<file path="config.mk">
export PLATFORM = sky130hd
export DESIGN_NAME = ths_stamp_regs
export DESIGN_NICKNAME = d
export VERILOG_FILES = /design/src/rtl/ths_pkg.sv /design/src/rtl/ths_capture.sv /design/src/rtl/ths_stamp_regs.sv
export VERILOG_INCLUDE_DIRS = /design/src /design/src/rtl
export SDC_FILE = /design/constraint.sdc
export NUM_CORES = 1
export LEC_CHECK = 0
export BUFFER_PORTS_ARGS = -buffer_cell sky130_fd_sc_hd__buf_2
export CAP_MARGIN = 20
export CORE_ASPECT_RATIO = 1.25
export CORE_MARGIN = 3
export CORE_UTILIZATION = 30
export CTS_CLUSTER_SIZE = 10
export DETAILED_ROUTE_END_ITERATION = 7
export HOLD_SLACK_MARGIN = 0.08
export MAX_ROUTING_LAYER = met4
export SKIP_LAST_GASP = 1
export SLEW_MARGIN = 20
export SYNTH_ARGS = -nofsm -noshare
export SYNTH_HDL_FRONTEND = slang
export SYNTH_SLANG_ARGS = --single-unit
</file>
<file path="constraint.sdc">
create_clock -name I_CLOCK -period 2.5 [get_ports I_CLOCK]
set_input_delay 0.5 -clock I_CLOCK [delete_from_list [all_inputs] [get_ports I_CLOCK]]
set_output_delay 0.5 -clock I_CLOCK [all_outputs]
set_load 0.01 [all_outputs]
</file>
<file path="src/rtl/ths_consts.svh">
`ifndef THS_CONSTS_SVH
`define THS_CONSTS_SVH

// Register indices; the byte address is four times the index
`define THS_IDX_MONTH      8'h24
`define THS_IDX_YEAR       8'h25
`define THS_IDX_CTRL       8'h30
`define THS_IDX_STATUS     8'h31
// Byte address width and word offset shift
`define THS_ADDR_W         10
`define THS_WORD_SHIFT     2
// Field positions in the control register
`define THS_CTRL_ENABLE    0
`define THS_CTRL_OVERWRITE 1
`define THS_CTRL_CLEAR     2
// Byte lane that carries the control fields, and the status bit position
`define THS_CTRL_LANE      0
`define THS_STAT_RECORDED  0
// Field widths
`define THS_MONTH_W        5
`define THS_YEAR_W         8
// Reset values
`define THS_MONTH_RST      5'h00
`define THS_YEAR_RST       8'h00
`define THS_CTRL_RST       2'h0
// AXI responses
`define THS_RESP_OKAY      2'h0
`define THS_RESP_SLVERR    2'h2

`endif

</file>
<file path="src/rtl/ths_pkg.sv">
package ths_pkg;
  typedef logic [31:0] ths_word_t;  // Bus data word
  typedef logic [1:0]  ths_resp_t;  // Bus response code
  // Decoded register select
  typedef enum { THS_SEL_MONTH, THS_SEL_YEAR, THS_SEL_CTRL,
                 THS_SEL_STATUS, THS_SEL_NONE } ths_sel_e;
endpackage

</file>
<file path="src/rtl/ths_capture.sv">
`timescale 1ns/10ps
`include "ths_consts.svh"

// Holds the month and year stamp of a high temperature event
module ths_capture
  import ths_pkg::*;
(
  input  wire logic                      i_clk,
  input  wire logic                      i_rst_n,
  input  wire logic                      i_event,     // One-cycle high event
  input  wire logic                      i_enable,    // Capture enable
  input  wire logic                      i_overwrite, // 1 keeps last, 0 keeps first
  input  wire logic                      i_clear,     // One-cycle clear pulse
  input  wire logic [`THS_MONTH_W-1:0]   i_month,     // Live calendar month, BCD
  input  wire logic [`THS_YEAR_W-1:0]    i_year,      // Live calendar year, BCD
  output logic      [`THS_MONTH_W-1:0]   o_month,
  output logic      [`THS_YEAR_W-1:0]    o_year,
  output logic                           o_recorded
);
  logic [`THS_MONTH_W-1:0] month_reg, month_next;  // Stored month
  logic [`THS_YEAR_W-1:0]  year_reg,  year_next;   // Stored year
  logic                    rec_reg,   rec_next;    // A stamp is held
  logic                    take;                   // Capture this cycle

  // Next stamp; an enabled event in the clear cycle wins, unless keep-first mode already holds a stamp
  always_comb begin
    take       = i_event && i_enable && (i_overwrite || !rec_reg);
    month_next = month_reg;
    year_next  = year_reg;
    rec_next   = rec_reg;
    if (take) begin
      month_next = i_month;
      year_next  = i_year;
      rec_next   = 1'b1;
    end else if (i_clear) begin
      month_next = `THS_MONTH_RST;
      year_next  = `THS_YEAR_RST;
      rec_next   = 1'b0;
    end
  end

  // Stamp storage, zero after power-on
  always_ff @(posedge i_clk or negedge i_rst_n) begin
    if (!i_rst_n) begin
      month_reg <= `THS_MONTH_RST;
      year_reg  <= `THS_YEAR_RST;
      rec_reg   <= 1'b0;
    end else begin
      month_reg <= month_next;
      year_reg  <= year_next;
      rec_reg   <= rec_next;
    end
  end

  assign o_month    = month_reg;
  assign o_year     = year_reg;
  assign o_recorded = rec_reg;
endmodule // ths_capture

</file>
<file path="src/rtl/ths_stamp_regs.sv">
// Function
// - Month stamp held as BCD 01 to 12
// - Month in bits 4:0, tens in bit 4
// - Month bits 7:5 read zero, unwritable
// - Enable gates capture; select keeps first/last
// - Clear write forces month stamp to 00h; an event captured in the clear cycle is stored instead
// - Reads 00 until a stamp is recorded
// - Year stamp held as BCD 00 to 99
// - Software writes to stamp registers never change them
//
// Register access over AXI4-Lite was decided locally.
`timescale 1ns/10ps
`include "ths_consts.svh"

module ths_stamp_regs
  import ths_pkg::*;
(
  input  wire logic                     I_CLOCK,
  input  wire logic                     I_RST_N,
  // Event source and live calendar, same clock domain
  input  wire logic                     I_HIGH_EVENT,
  input  wire logic [`THS_MONTH_W-1:0]  I_CUR_MONTH,
  input  wire logic [`THS_YEAR_W-1:0]   I_CUR_YEAR,
  // AXI4-Lite write address
  input  wire logic [`THS_ADDR_W-1:0]   I_AWADDR,
  input  wire logic [2:0]               I_AWPROT,
  input  wire logic                     I_AWVALID,
  output logic                          O_AWREADY,
  // AXI4-Lite write data
  input  wire logic [31:0]              I_WDATA,
  input  wire logic [3:0]               I_WSTRB,
  input  wire logic                     I_WVALID,
  output logic                          O_WREADY,
  // AXI4-Lite write response
  output logic [1:0]                    O_BRESP,
  output logic                          O_BVALID,
  input  wire logic                     I_BREADY,
  // AXI4-Lite read address
  input  wire logic [`THS_ADDR_W-1:0]   I_ARADDR,
  input  wire logic [2:0]               I_ARPROT,
  input  wire logic                     I_ARVALID,
  output logic                          O_ARREADY,
  // AXI4-Lite read data
  output logic [31:0]                   O_RDATA,
  output logic [1:0]                    O_RRESP,
  output logic                          O_RVALID,
  input  wire logic                     I_RREADY
);

  // Map a byte address to a register; low two bits are ignored
  function automatic ths_sel_e decode(input logic [`THS_ADDR_W-1:0] addr);
    logic [7:0] idx;
    idx = addr[`THS_ADDR_W-1:`THS_WORD_SHIFT];
    if (idx == `THS_IDX_MONTH)       decode = THS_SEL_MONTH;
    else if (idx == `THS_IDX_YEAR)   decode = THS_SEL_YEAR;
    else if (idx == `THS_IDX_CTRL)   decode = THS_SEL_CTRL;
    else if (idx == `THS_IDX_STATUS) decode = THS_SEL_STATUS;
    else                             decode = THS_SEL_NONE;
  endfunction

  // Write channel state
  logic [`THS_ADDR_W-1:0] awaddr_reg, awaddr_next;   // Held write address
  logic                   aw_held_reg, aw_held_next; // Address taken
  logic [31:0]            wdata_reg,  wdata_next;    // Held write data
  logic [3:0]             wstrb_reg,  wstrb_next;    // Held strobes
  logic                   w_held_reg, w_held_next;   // Data taken
  logic                   awready_reg, awready_next;
  logic                   wready_reg,  wready_next;
  logic                   bvalid_reg,  bvalid_next;
  logic [1:0]             bresp_reg,   bresp_next;
  // Control state
  logic                   en_reg,  en_next;          // Capture enable
  logic                   ovw_reg, ovw_next;         // high_stamp_overwrite_select
  logic                   clr_reg, clr_next;         // high_stamp_clear pulse
  // Read channel state
  logic                   arready_reg, arready_next;
  logic                   rvalid_reg,  rvalid_next;
  logic [31:0]            rdata_reg,   rdata_next;
  logic [1:0]             rresp_reg,   rresp_next;
  // Stamp contents
  logic [`THS_MONTH_W-1:0] stamp_month;
  logic [`THS_YEAR_W-1:0]  stamp_year;
  logic                    stamp_rec;
  ths_sel_e                wsel;                     // Decoded write target
  ths_sel_e                rsel;                     // Decoded read target

  // Stamp storage and capture policy
  ths_capture i_ths_capture (
    .i_clk       (I_CLOCK),
    .i_rst_n     (I_RST_N),
    .i_event     (I_HIGH_EVENT),
    .i_enable    (en_reg),
    .i_overwrite (ovw_reg),
    .i_clear     (clr_reg),
    .i_month     (I_CUR_MONTH),
    .i_year      (I_CUR_YEAR),
    .o_month     (stamp_month),
    .o_year      (stamp_year),
    .o_recorded  (stamp_rec)
  );

  // Write path: take address and data in any order, then answer
  always_comb begin
    awaddr_next  = awaddr_reg;
    aw_held_next = aw_held_reg;
    wdata_next   = wdata_reg;
    wstrb_next   = wstrb_reg;
    w_held_next  = w_held_reg;
    bvalid_next  = bvalid_reg;
    bresp_next   = bresp_reg;
    en_next      = en_reg;
    ovw_next     = ovw_reg;
    clr_next     = 1'b0;  // Clear is a single-cycle pulse
    wsel         = decode(awaddr_reg);
    if (I_AWVALID && awready_reg) begin
      awaddr_next  = I_AWADDR;
      aw_held_next = 1'b1;
    end
    if (I_WVALID && wready_reg) begin
      wdata_next  = I_WDATA;
      wstrb_next  = I_WSTRB;
      w_held_next = 1'b1;
    end
    if (bvalid_reg && I_BREADY) begin
      bvalid_next = 1'b0;
    end
    if (aw_held_reg && w_held_reg && !bvalid_reg) begin
      aw_held_next = 1'b0;
      w_held_next  = 1'b0;
      bvalid_next  = 1'b1;
      bresp_next   = `THS_RESP_OKAY;
      unique case (wsel)
        THS_SEL_MONTH, THS_SEL_YEAR, THS_SEL_STATUS: begin
          // Stamps are read-only; write accepted and dropped
          bresp_next = `THS_RESP_OKAY;
        end
        THS_SEL_CTRL: begin
          if (wstrb_reg[`THS_CTRL_LANE]) begin
            en_next  = wdata_reg[`THS_CTRL_ENABLE];
            ovw_next = wdata_reg[`THS_CTRL_OVERWRITE];
            clr_next = wdata_reg[`THS_CTRL_CLEAR];
          end
        end
        THS_SEL_NONE: begin
          bresp_next = `THS_RESP_SLVERR;  // Unmapped address
        end
      endcase
    end
    // One write in flight; ready drops while a channel is held
    awready_next = !aw_held_next && !bvalid_next;
    wready_next  = !w_held_next && !bvalid_next;
  end

  // Write path registers
  always_ff @(posedge I_CLOCK or negedge I_RST_N) begin
    if (!I_RST_N) begin
      awaddr_reg  <= '0;
      aw_held_reg <= 1'b0;
      wdata_reg   <= '0;
      wstrb_reg   <= '0;
      w_held_reg  <= 1'b0;
      awready_reg <= 1'b0;
      wready_reg  <= 1'b0;
      bvalid_reg  <= 1'b0;
      bresp_reg   <= `THS_RESP_OKAY;
      en_reg      <= 1'b0;
      ovw_reg     <= 1'b0;
      clr_reg     <= 1'b0;
    end else begin
      awaddr_reg  <= awaddr_next;
      aw_held_reg <= aw_held_next;
      wdata_reg   <= wdata_next;
      wstrb_reg   <= wstrb_next;
      w_held_reg  <= w_held_next;
      awready_reg <= awready_next;
      wready_reg  <= wready_next;
      bvalid_reg  <= bvalid_next;
      bresp_reg   <= bresp_next;
      en_reg      <= en_next;
      ovw_reg     <= ovw_next;
      clr_reg     <= clr_next;
    end
  end

  // Read path: data registered one cycle after the address is taken
  always_comb begin
    rvalid_next = rvalid_reg;
    rdata_next  = rdata_reg;
    rresp_next  = rresp_reg;
    rsel        = decode(I_ARADDR);
    if (rvalid_reg && I_RREADY) begin
      rvalid_next = 1'b0;
    end
    if (I_ARVALID && arready_reg) begin
      rvalid_next = 1'b1;
      rdata_next  = '0;  // Unused and reserved bits read zero
      rresp_next  = `THS_RESP_OKAY;
      unique case (rsel)
        THS_SEL_MONTH:  rdata_next[`THS_MONTH_W-1:0] = stamp_month;
        THS_SEL_YEAR:   rdata_next[`THS_YEAR_W-1:0]  = stamp_year;
        THS_SEL_CTRL: begin
          rdata_next[`THS_CTRL_ENABLE]    = en_reg;
          rdata_next[`THS_CTRL_OVERWRITE] = ovw_reg;
        end
        THS_SEL_STATUS: rdata_next[`THS_STAT_RECORDED] = stamp_rec;
        THS_SEL_NONE:   rresp_next    = `THS_RESP_SLVERR;
      endcase
    end
    arready_next = !rvalid_next;
  end

  // Read path registers
  always_ff @(posedge I_CLOCK or negedge I_RST_N) begin
    if (!I_RST_N) begin
      arready_reg <= 1'b0;
      rvalid_reg  <= 1'b0;
      rdata_reg   <= '0;
      rresp_reg   <= `THS_RESP_OKAY;
    end else begin
      arready_reg <= arready_next;
      rvalid_reg  <= rvalid_next;
      rdata_reg   <= rdata_next;
      rresp_reg   <= rresp_next;
    end
  end

  assign O_AWREADY = awready_reg;
  assign O_WREADY  = wready_reg;
  assign O_BVALID  = bvalid_reg;
  assign O_BRESP   = bresp_reg;
  assign O_ARREADY = arready_reg;
  assign O_RVALID  = rvalid_reg;
  assign O_RDATA   = rdata_reg;
  assign O_RRESP   = rresp_reg;
endmodule // ths_stamp_regs

</file>
Word-level counts from Yosys, hierarchy flattened
Cells that the tools add are included.
{"block": "op_classes", "add_sub_neg": 0, "n_mul": 0, "div_mod_pow": 0, "magnitude_cmp": 0, "eq_ne": 14, "shifts": 0, "mux": 31, "n_bitwise": 0, "reduce_logical": 21}
{"cell": "$eq A32 B2 Y1 const B", "count": 3}
{"cell": "$eq A32 B3 Y1 const B", "count": 2}
{"cell": "$eq A8 B6 Y1 const B", "count": 8}
{"cell": "$eq A32 B1 Y1 const B", "count": 1}
{"cell": "$logic_not A32 Y1", "count": 1}
{"cell": "$mux W32", "count": 1}
{"cell": "$mux W3", "count": 8}
{"cell": "$mux W8", "count": 2}
{"cell": "$mux W1", "count": 13}
{"cell": "$logic_and A1 B1 Y1", "count": 11}
{"cell": "$mux W5", "count": 2}
{"cell": "$logic_not A1 Y1", "count": 6}
{"cell": "$pmux W3 S2", "count": 1}
{"cell": "$mux W2", "count": 2}
{"cell": "$pmux W1 S4", "count": 1}
{"cell": "$pmux W1 S3", "count": 1}
{"cell": "$reduce_and A3 Y1", "count": 1}
{"cell": "$reduce_bool A2 Y1", "count": 1}
{"cell": "$logic_or A1 B1 Y1", "count": 1}
{"block": "totals", "reg_bits": 50, "latch_bits": 0, "mem_bits_rw": 0, "romBits": 0, "out_inout_bits": 41, "n_memories": 0}

Depth between registers and ports, before layout
{"block": "depth", "depth_word": 8, "depth_mapped": 4, "ltp_nobuf": 3}

Modules after synthesis
A second synthesis with hierarchy kept.
{"block": "hier_totals", "cells_unflattened": 184, "hier_area_um2": 2248.4}
{"mod": "ths_stamp_regs", "instances": 1, "cells_each": 139, "area_per_inst_um2": 1581.5, "seq_area_each_um2": 800.8}
{"mod": "ths_capture", "instances": 1, "cells_each": 45, "area_per_inst_um2": 666.9, "seq_area_each_um2": 350.3}

Least setup slack after synthesis
OpenSTA, ideal clock, no wires.
{"block": "synth_path", "path_type": "register to register", "start": "register awaddr_reg[5]", "end": "register en_reg", "arrival_ns": 1.507, "required_time_ns": 2.375, "slack_ns": 0.868, "path_stages_with_launch": 4, "n_path_buf": 0, "cell_sequence": "dfrtp_1 -> or4b_4 -> nor4_4 -> mux2_4"}
{"block": "synth_between", "elab_chain_cells": 7}
{"item": "from (decl)", "line": "ths_stamp_regs.sv:62", "source": "logic [`THS_ADDR_W-1:0] awaddr_reg, awaddr_next;"}
{"item": "from (signal assigned)", "line": "ths_stamp_regs.sv:170", "source": "awaddr_reg <= awaddr_next;"}
{"item": "$eq A8 B6 Y1 (no line)"}
{"item": "$mux W3", "line": "ths_stamp_regs.sv:57", "source": "else if (idx == `THS_IDX_STATUS) decode = THS_SEL_STATUS;"}
{"item": "$mux W3", "line": "ths_stamp_regs.sv:56", "source": "else if (idx == `THS_IDX_CTRL) decode = THS_SEL_CTRL;"}
{"item": "$mux W3", "line": "ths_stamp_regs.sv:55", "source": "else if (idx == `THS_IDX_YEAR) decode = THS_SEL_YEAR;"}
{"item": "$mux W32 (*)", "line": "ths_stamp_regs.sv:54", "source": "if (idx == `THS_IDX_MONTH) decode = THS_SEL_MONTH;"}
{"item": "$eq A32 B2 Y1 (*)", "line": "ths_stamp_regs.sv:132", "source": "unique case (wsel)"}
{"item": "$reduce_and A3 Y1 (no line) (*)"}
{"item": "to (signal assigned)", "line": "ths_stamp_regs.sv:179", "source": "en_reg <= en_next;"}
{"item": "to (decl)", "line": "ths_stamp_regs.sv:72", "source": "logic en_reg, en_next;"}
Mark *: on every way between the ends. The rest lies on a longest branch, timed or not.
A chain may end at the register's enable or synchronous reset.

Worst setup path in the final report
{"block": "layout_path", "start": "register awaddr_reg[5]", "end": "register ovw_reg"}
{"block": "layout_between", "elab_chain_cells": 7}
{"item": "$eq A8 B6 Y1 (no line)"}
{"item": "$mux W3", "line": "ths_stamp_regs.sv:57"}
{"item": "$mux W3", "line": "ths_stamp_regs.sv:56"}
{"item": "$mux W3", "line": "ths_stamp_regs.sv:55"}
{"item": "$mux W32 (*)", "line": "ths_stamp_regs.sv:54"}
{"item": "$eq A32 B2 Y1 (*)", "line": "ths_stamp_regs.sv:132"}
{"item": "$reduce_and A3 Y1 (no line) (*)"}
{"item": "to (signal assigned)", "line": "ths_stamp_regs.sv:180", "source": "ovw_reg <= ovw_next;"}
{"item": "to (decl)", "line": "ths_stamp_regs.sv:73", "source": "logic ovw_reg, ovw_next;"}
Marks and branches as above.

==> run metrics <==
status finished, final reports clean; initial antenna violation count 0; die outline height 101.3 microns; PostCTS Resize Cnt 0; Mapped Area 0.002180 sq mm; Root Buffer clkbuf_8; CP endpoint kind flip-flop; vias per inst 4.240; Pint between 0.001 and 0.0015 W; wire per inst 11.72 microns; grt ovf 0; CTS clk-pin slew, worst paths 80 ps; Synth Register Bits 46; largest net degree at the start of global routing 22; minimum clock period 1720 ps; vias in the first global route 1,348; DIE AREA approximately 0.0083 sq mm; CTS tree yes; Metal-1 WL 1568 microns; worst setup margin 780.2 ps; Routability Congestion 0.7240; switching share of power 0.2805; Detail Placement HPWL between 3000 and 4000 microns; GRT Overall Usage 0.09906; via count between 1,000 and 1,500; RSZ-0062 raised after global routing no; layout cell share with drive strength beyond 1 0.4059; Worst Hold Slack 94.67 ps; Net Sw Power 0.0005273 W; Initial DRT Pass Iterations 4; commonest cells after routing, fill and taps aside 55 x buf_2, 46 x dfrtp_1, 26 x conb_1; Num Clock Sinks 46; die width 82.24 microns; r2r startpoint awaddr_reg[5]; Slew Viols, Final 0; htree depth 2; critical path's slowest cell or4b_4; clock power share 0.244; # rows 34; Data required, critical path between 2000 and 3000 ps; worst-path maximum fanout 3; uppermost layer routed met4; commonest non-fill, non-tap cell in the layout buf_2; Post-DRT Antenna Nets 0; clock buffer count from CTS 5; synth top area cells dfrtp_1 53%, mux2_2 13%, buf_4 9.0%; met3 wire len around 370 microns; worst vdd ir 0.4174 mV; Seq pwr share 0.536; core area about 0.007 sq mm; Worst setup SP type flip-flop; CP Data Arrival Time 1900 ps; Place WS 733.9 ps; Worst Setup Path Type reg2reg; register area share after synthesis 0.5281; CP max stage delay 560 ps; Avg Cell Area, Syn approximately 12 sq um; pwr/cell area 733.3 mW/mm^2; starting density of the core 0.3105; Synth cell types 33; Comb pwr share 0.220; Synth Warn # 0; R2R cell count 3; area share of the leading cell type in the synthesized netlist 0.5281; Area Overhead vs Synth 17.62%; Hold Buf Count CTS 0; endpoints failing hold 0; FMAX 581.5 MHz; Post-synth ARST share 1.000; clk_lat worst skew 290 ps; Hold WC Path Type in2async; ys flop type dfrtp_1; crit-path cells or4b_4 > nor4_4 > mux2_4; post-synth top area cell dfrtp_1; # IOs 124; R2R Setup Slk about 780 ps; clock buffer depth 2; Post-route DRC 0; post-CTS setup buffer count 0; Post-synth EDFFs 0; 1st-iter DRT viols 35; Final Skew 5.440 ps; reg2reg end ovw_reg; setup TNS 0 ps; Pleak 1.338 nW; cells after synthesis ~180; final setup vio count 0; DR WL met2 between 1500 and 2000 microns; Final period util 0.6879; sum of routed wire length over all layers 3855 microns; # port buffers 55; antenna cells 0; first-pass GRT wire length ~6000 microns; Max Cap Violations 0; fill count 726; Layout Nets 321
[how the worst max path moves through the flow]
stage	start	end	cells past startpoint
2_1_floorplan	awaddr_reg[5]	en_reg	3
3_3_place_gp	I_ARADDR[5]	O_RDATA[7]	4
3_5_place_dp	I_ARADDR[5]	O_RDATA[2]	4
4_1_cts	awaddr_reg[5]	ovw_reg	3
5_1_grt	awaddr_reg[5]	ovw_reg	3
6_report	awaddr_reg[5]	ovw_reg	3
[metrics by stage]
| stage | util | power [W] | instance area [sq um] | instances |
|---|---|---|---|---|
| finish | 0.3652 | 0.001880 | 2564 | 329 |
| global route | 0.3652 | 0.001999 | 2564 | 329 |
| CTS | 0.3652 | 0.001911 | 2564 | 329 |
| detailed placement | 0.3522 | 0.001448 | 2472 | 321 |
| global placement | 0.3522 | 0.001433 | 2472 | 321 |
| floorplan | - | 0.001327 | 2273 | 203 |
[logic make-up after synthesis]
family | after synthesis | synth area share
flip-flops | 46 | 0.5281
AND/OR/NAND/NOR | 46 | 0.1366
buffers and inverters | 34 | 0.1039
multiplexers | 32 | 0.1659
AO/OA/AOI/OAI | 18 | 0.05971
XOR/XNOR | 1 | 0.004019
other | 1 | 0.001721
[critical path, delay by kind of cell (launching register included)]
family           cells  cell delay (ps)
multiplexers         1              330
flip-flops           1              380
AND/OR/NAND/NOR      2              890
[Yosys cell counts, types with 2 or more instances]
master / number
a22o_1: 8
buf_4: 26
or4bb_1: 2
and3_1: 3
nor3_1: 2
dfrtp_1: 46
nor2_1: 7
nand2_1: 6
nand2b_1: 2
a21oi_1: 2
mux2_2: 25
mux2_4: 2
o21ai_0: 4
clkbuf_1: 3
nor2b_1: 15
inv_1: 4
mux2i_1: 5
[area by class of cell]
class / count / area (sq um) / share of cell area
Clock buffer: 7 / 86.33 / 0.03367
Clock inverter: 1 / 5.005 / 0.001952
Inverter: 4 / 15.01 / 0.005857
Multi-Input combinational cell: 123 / 895.9 / 0.3494
Sequential cell: 46 / 1151 / 0.4490
Tap cell: 90 / 112.6 / 0.04392
Timing Repair Buffer: 58 / 297.8 / 0.1162
[per-layer routing]
layer | track usage | vias to the layer above
met1 | 0.1121 | 640
met4 | 0.03453 | 0
met3 | 0.03114 | 5
li1 | - | 683
met5 | - | -
met2 | 0.1630 | 67
[power groups by stage]
| stage | combinational (W) | sequential (W) | clock, W |
|---|---|---|---|
| 6_report | 0.000413 | 0.00101 | 0.000458 |
| 2_1_floorplan | 0.000308 | 0.00102 | 0 |
| 5_1_grt | 0.000463 | 0.00103 | 0.000502 |
| 3_3_place_gp | 0.000411 | 0.00102 | 0 |
| 4_1_cts | 0.000422 | 0.00101 | 0.000477 |
| 3_5_place_dp | 0.000424 | 0.00102 | 0 |
No activity file was read; power rests on OpenSTA's default activity.
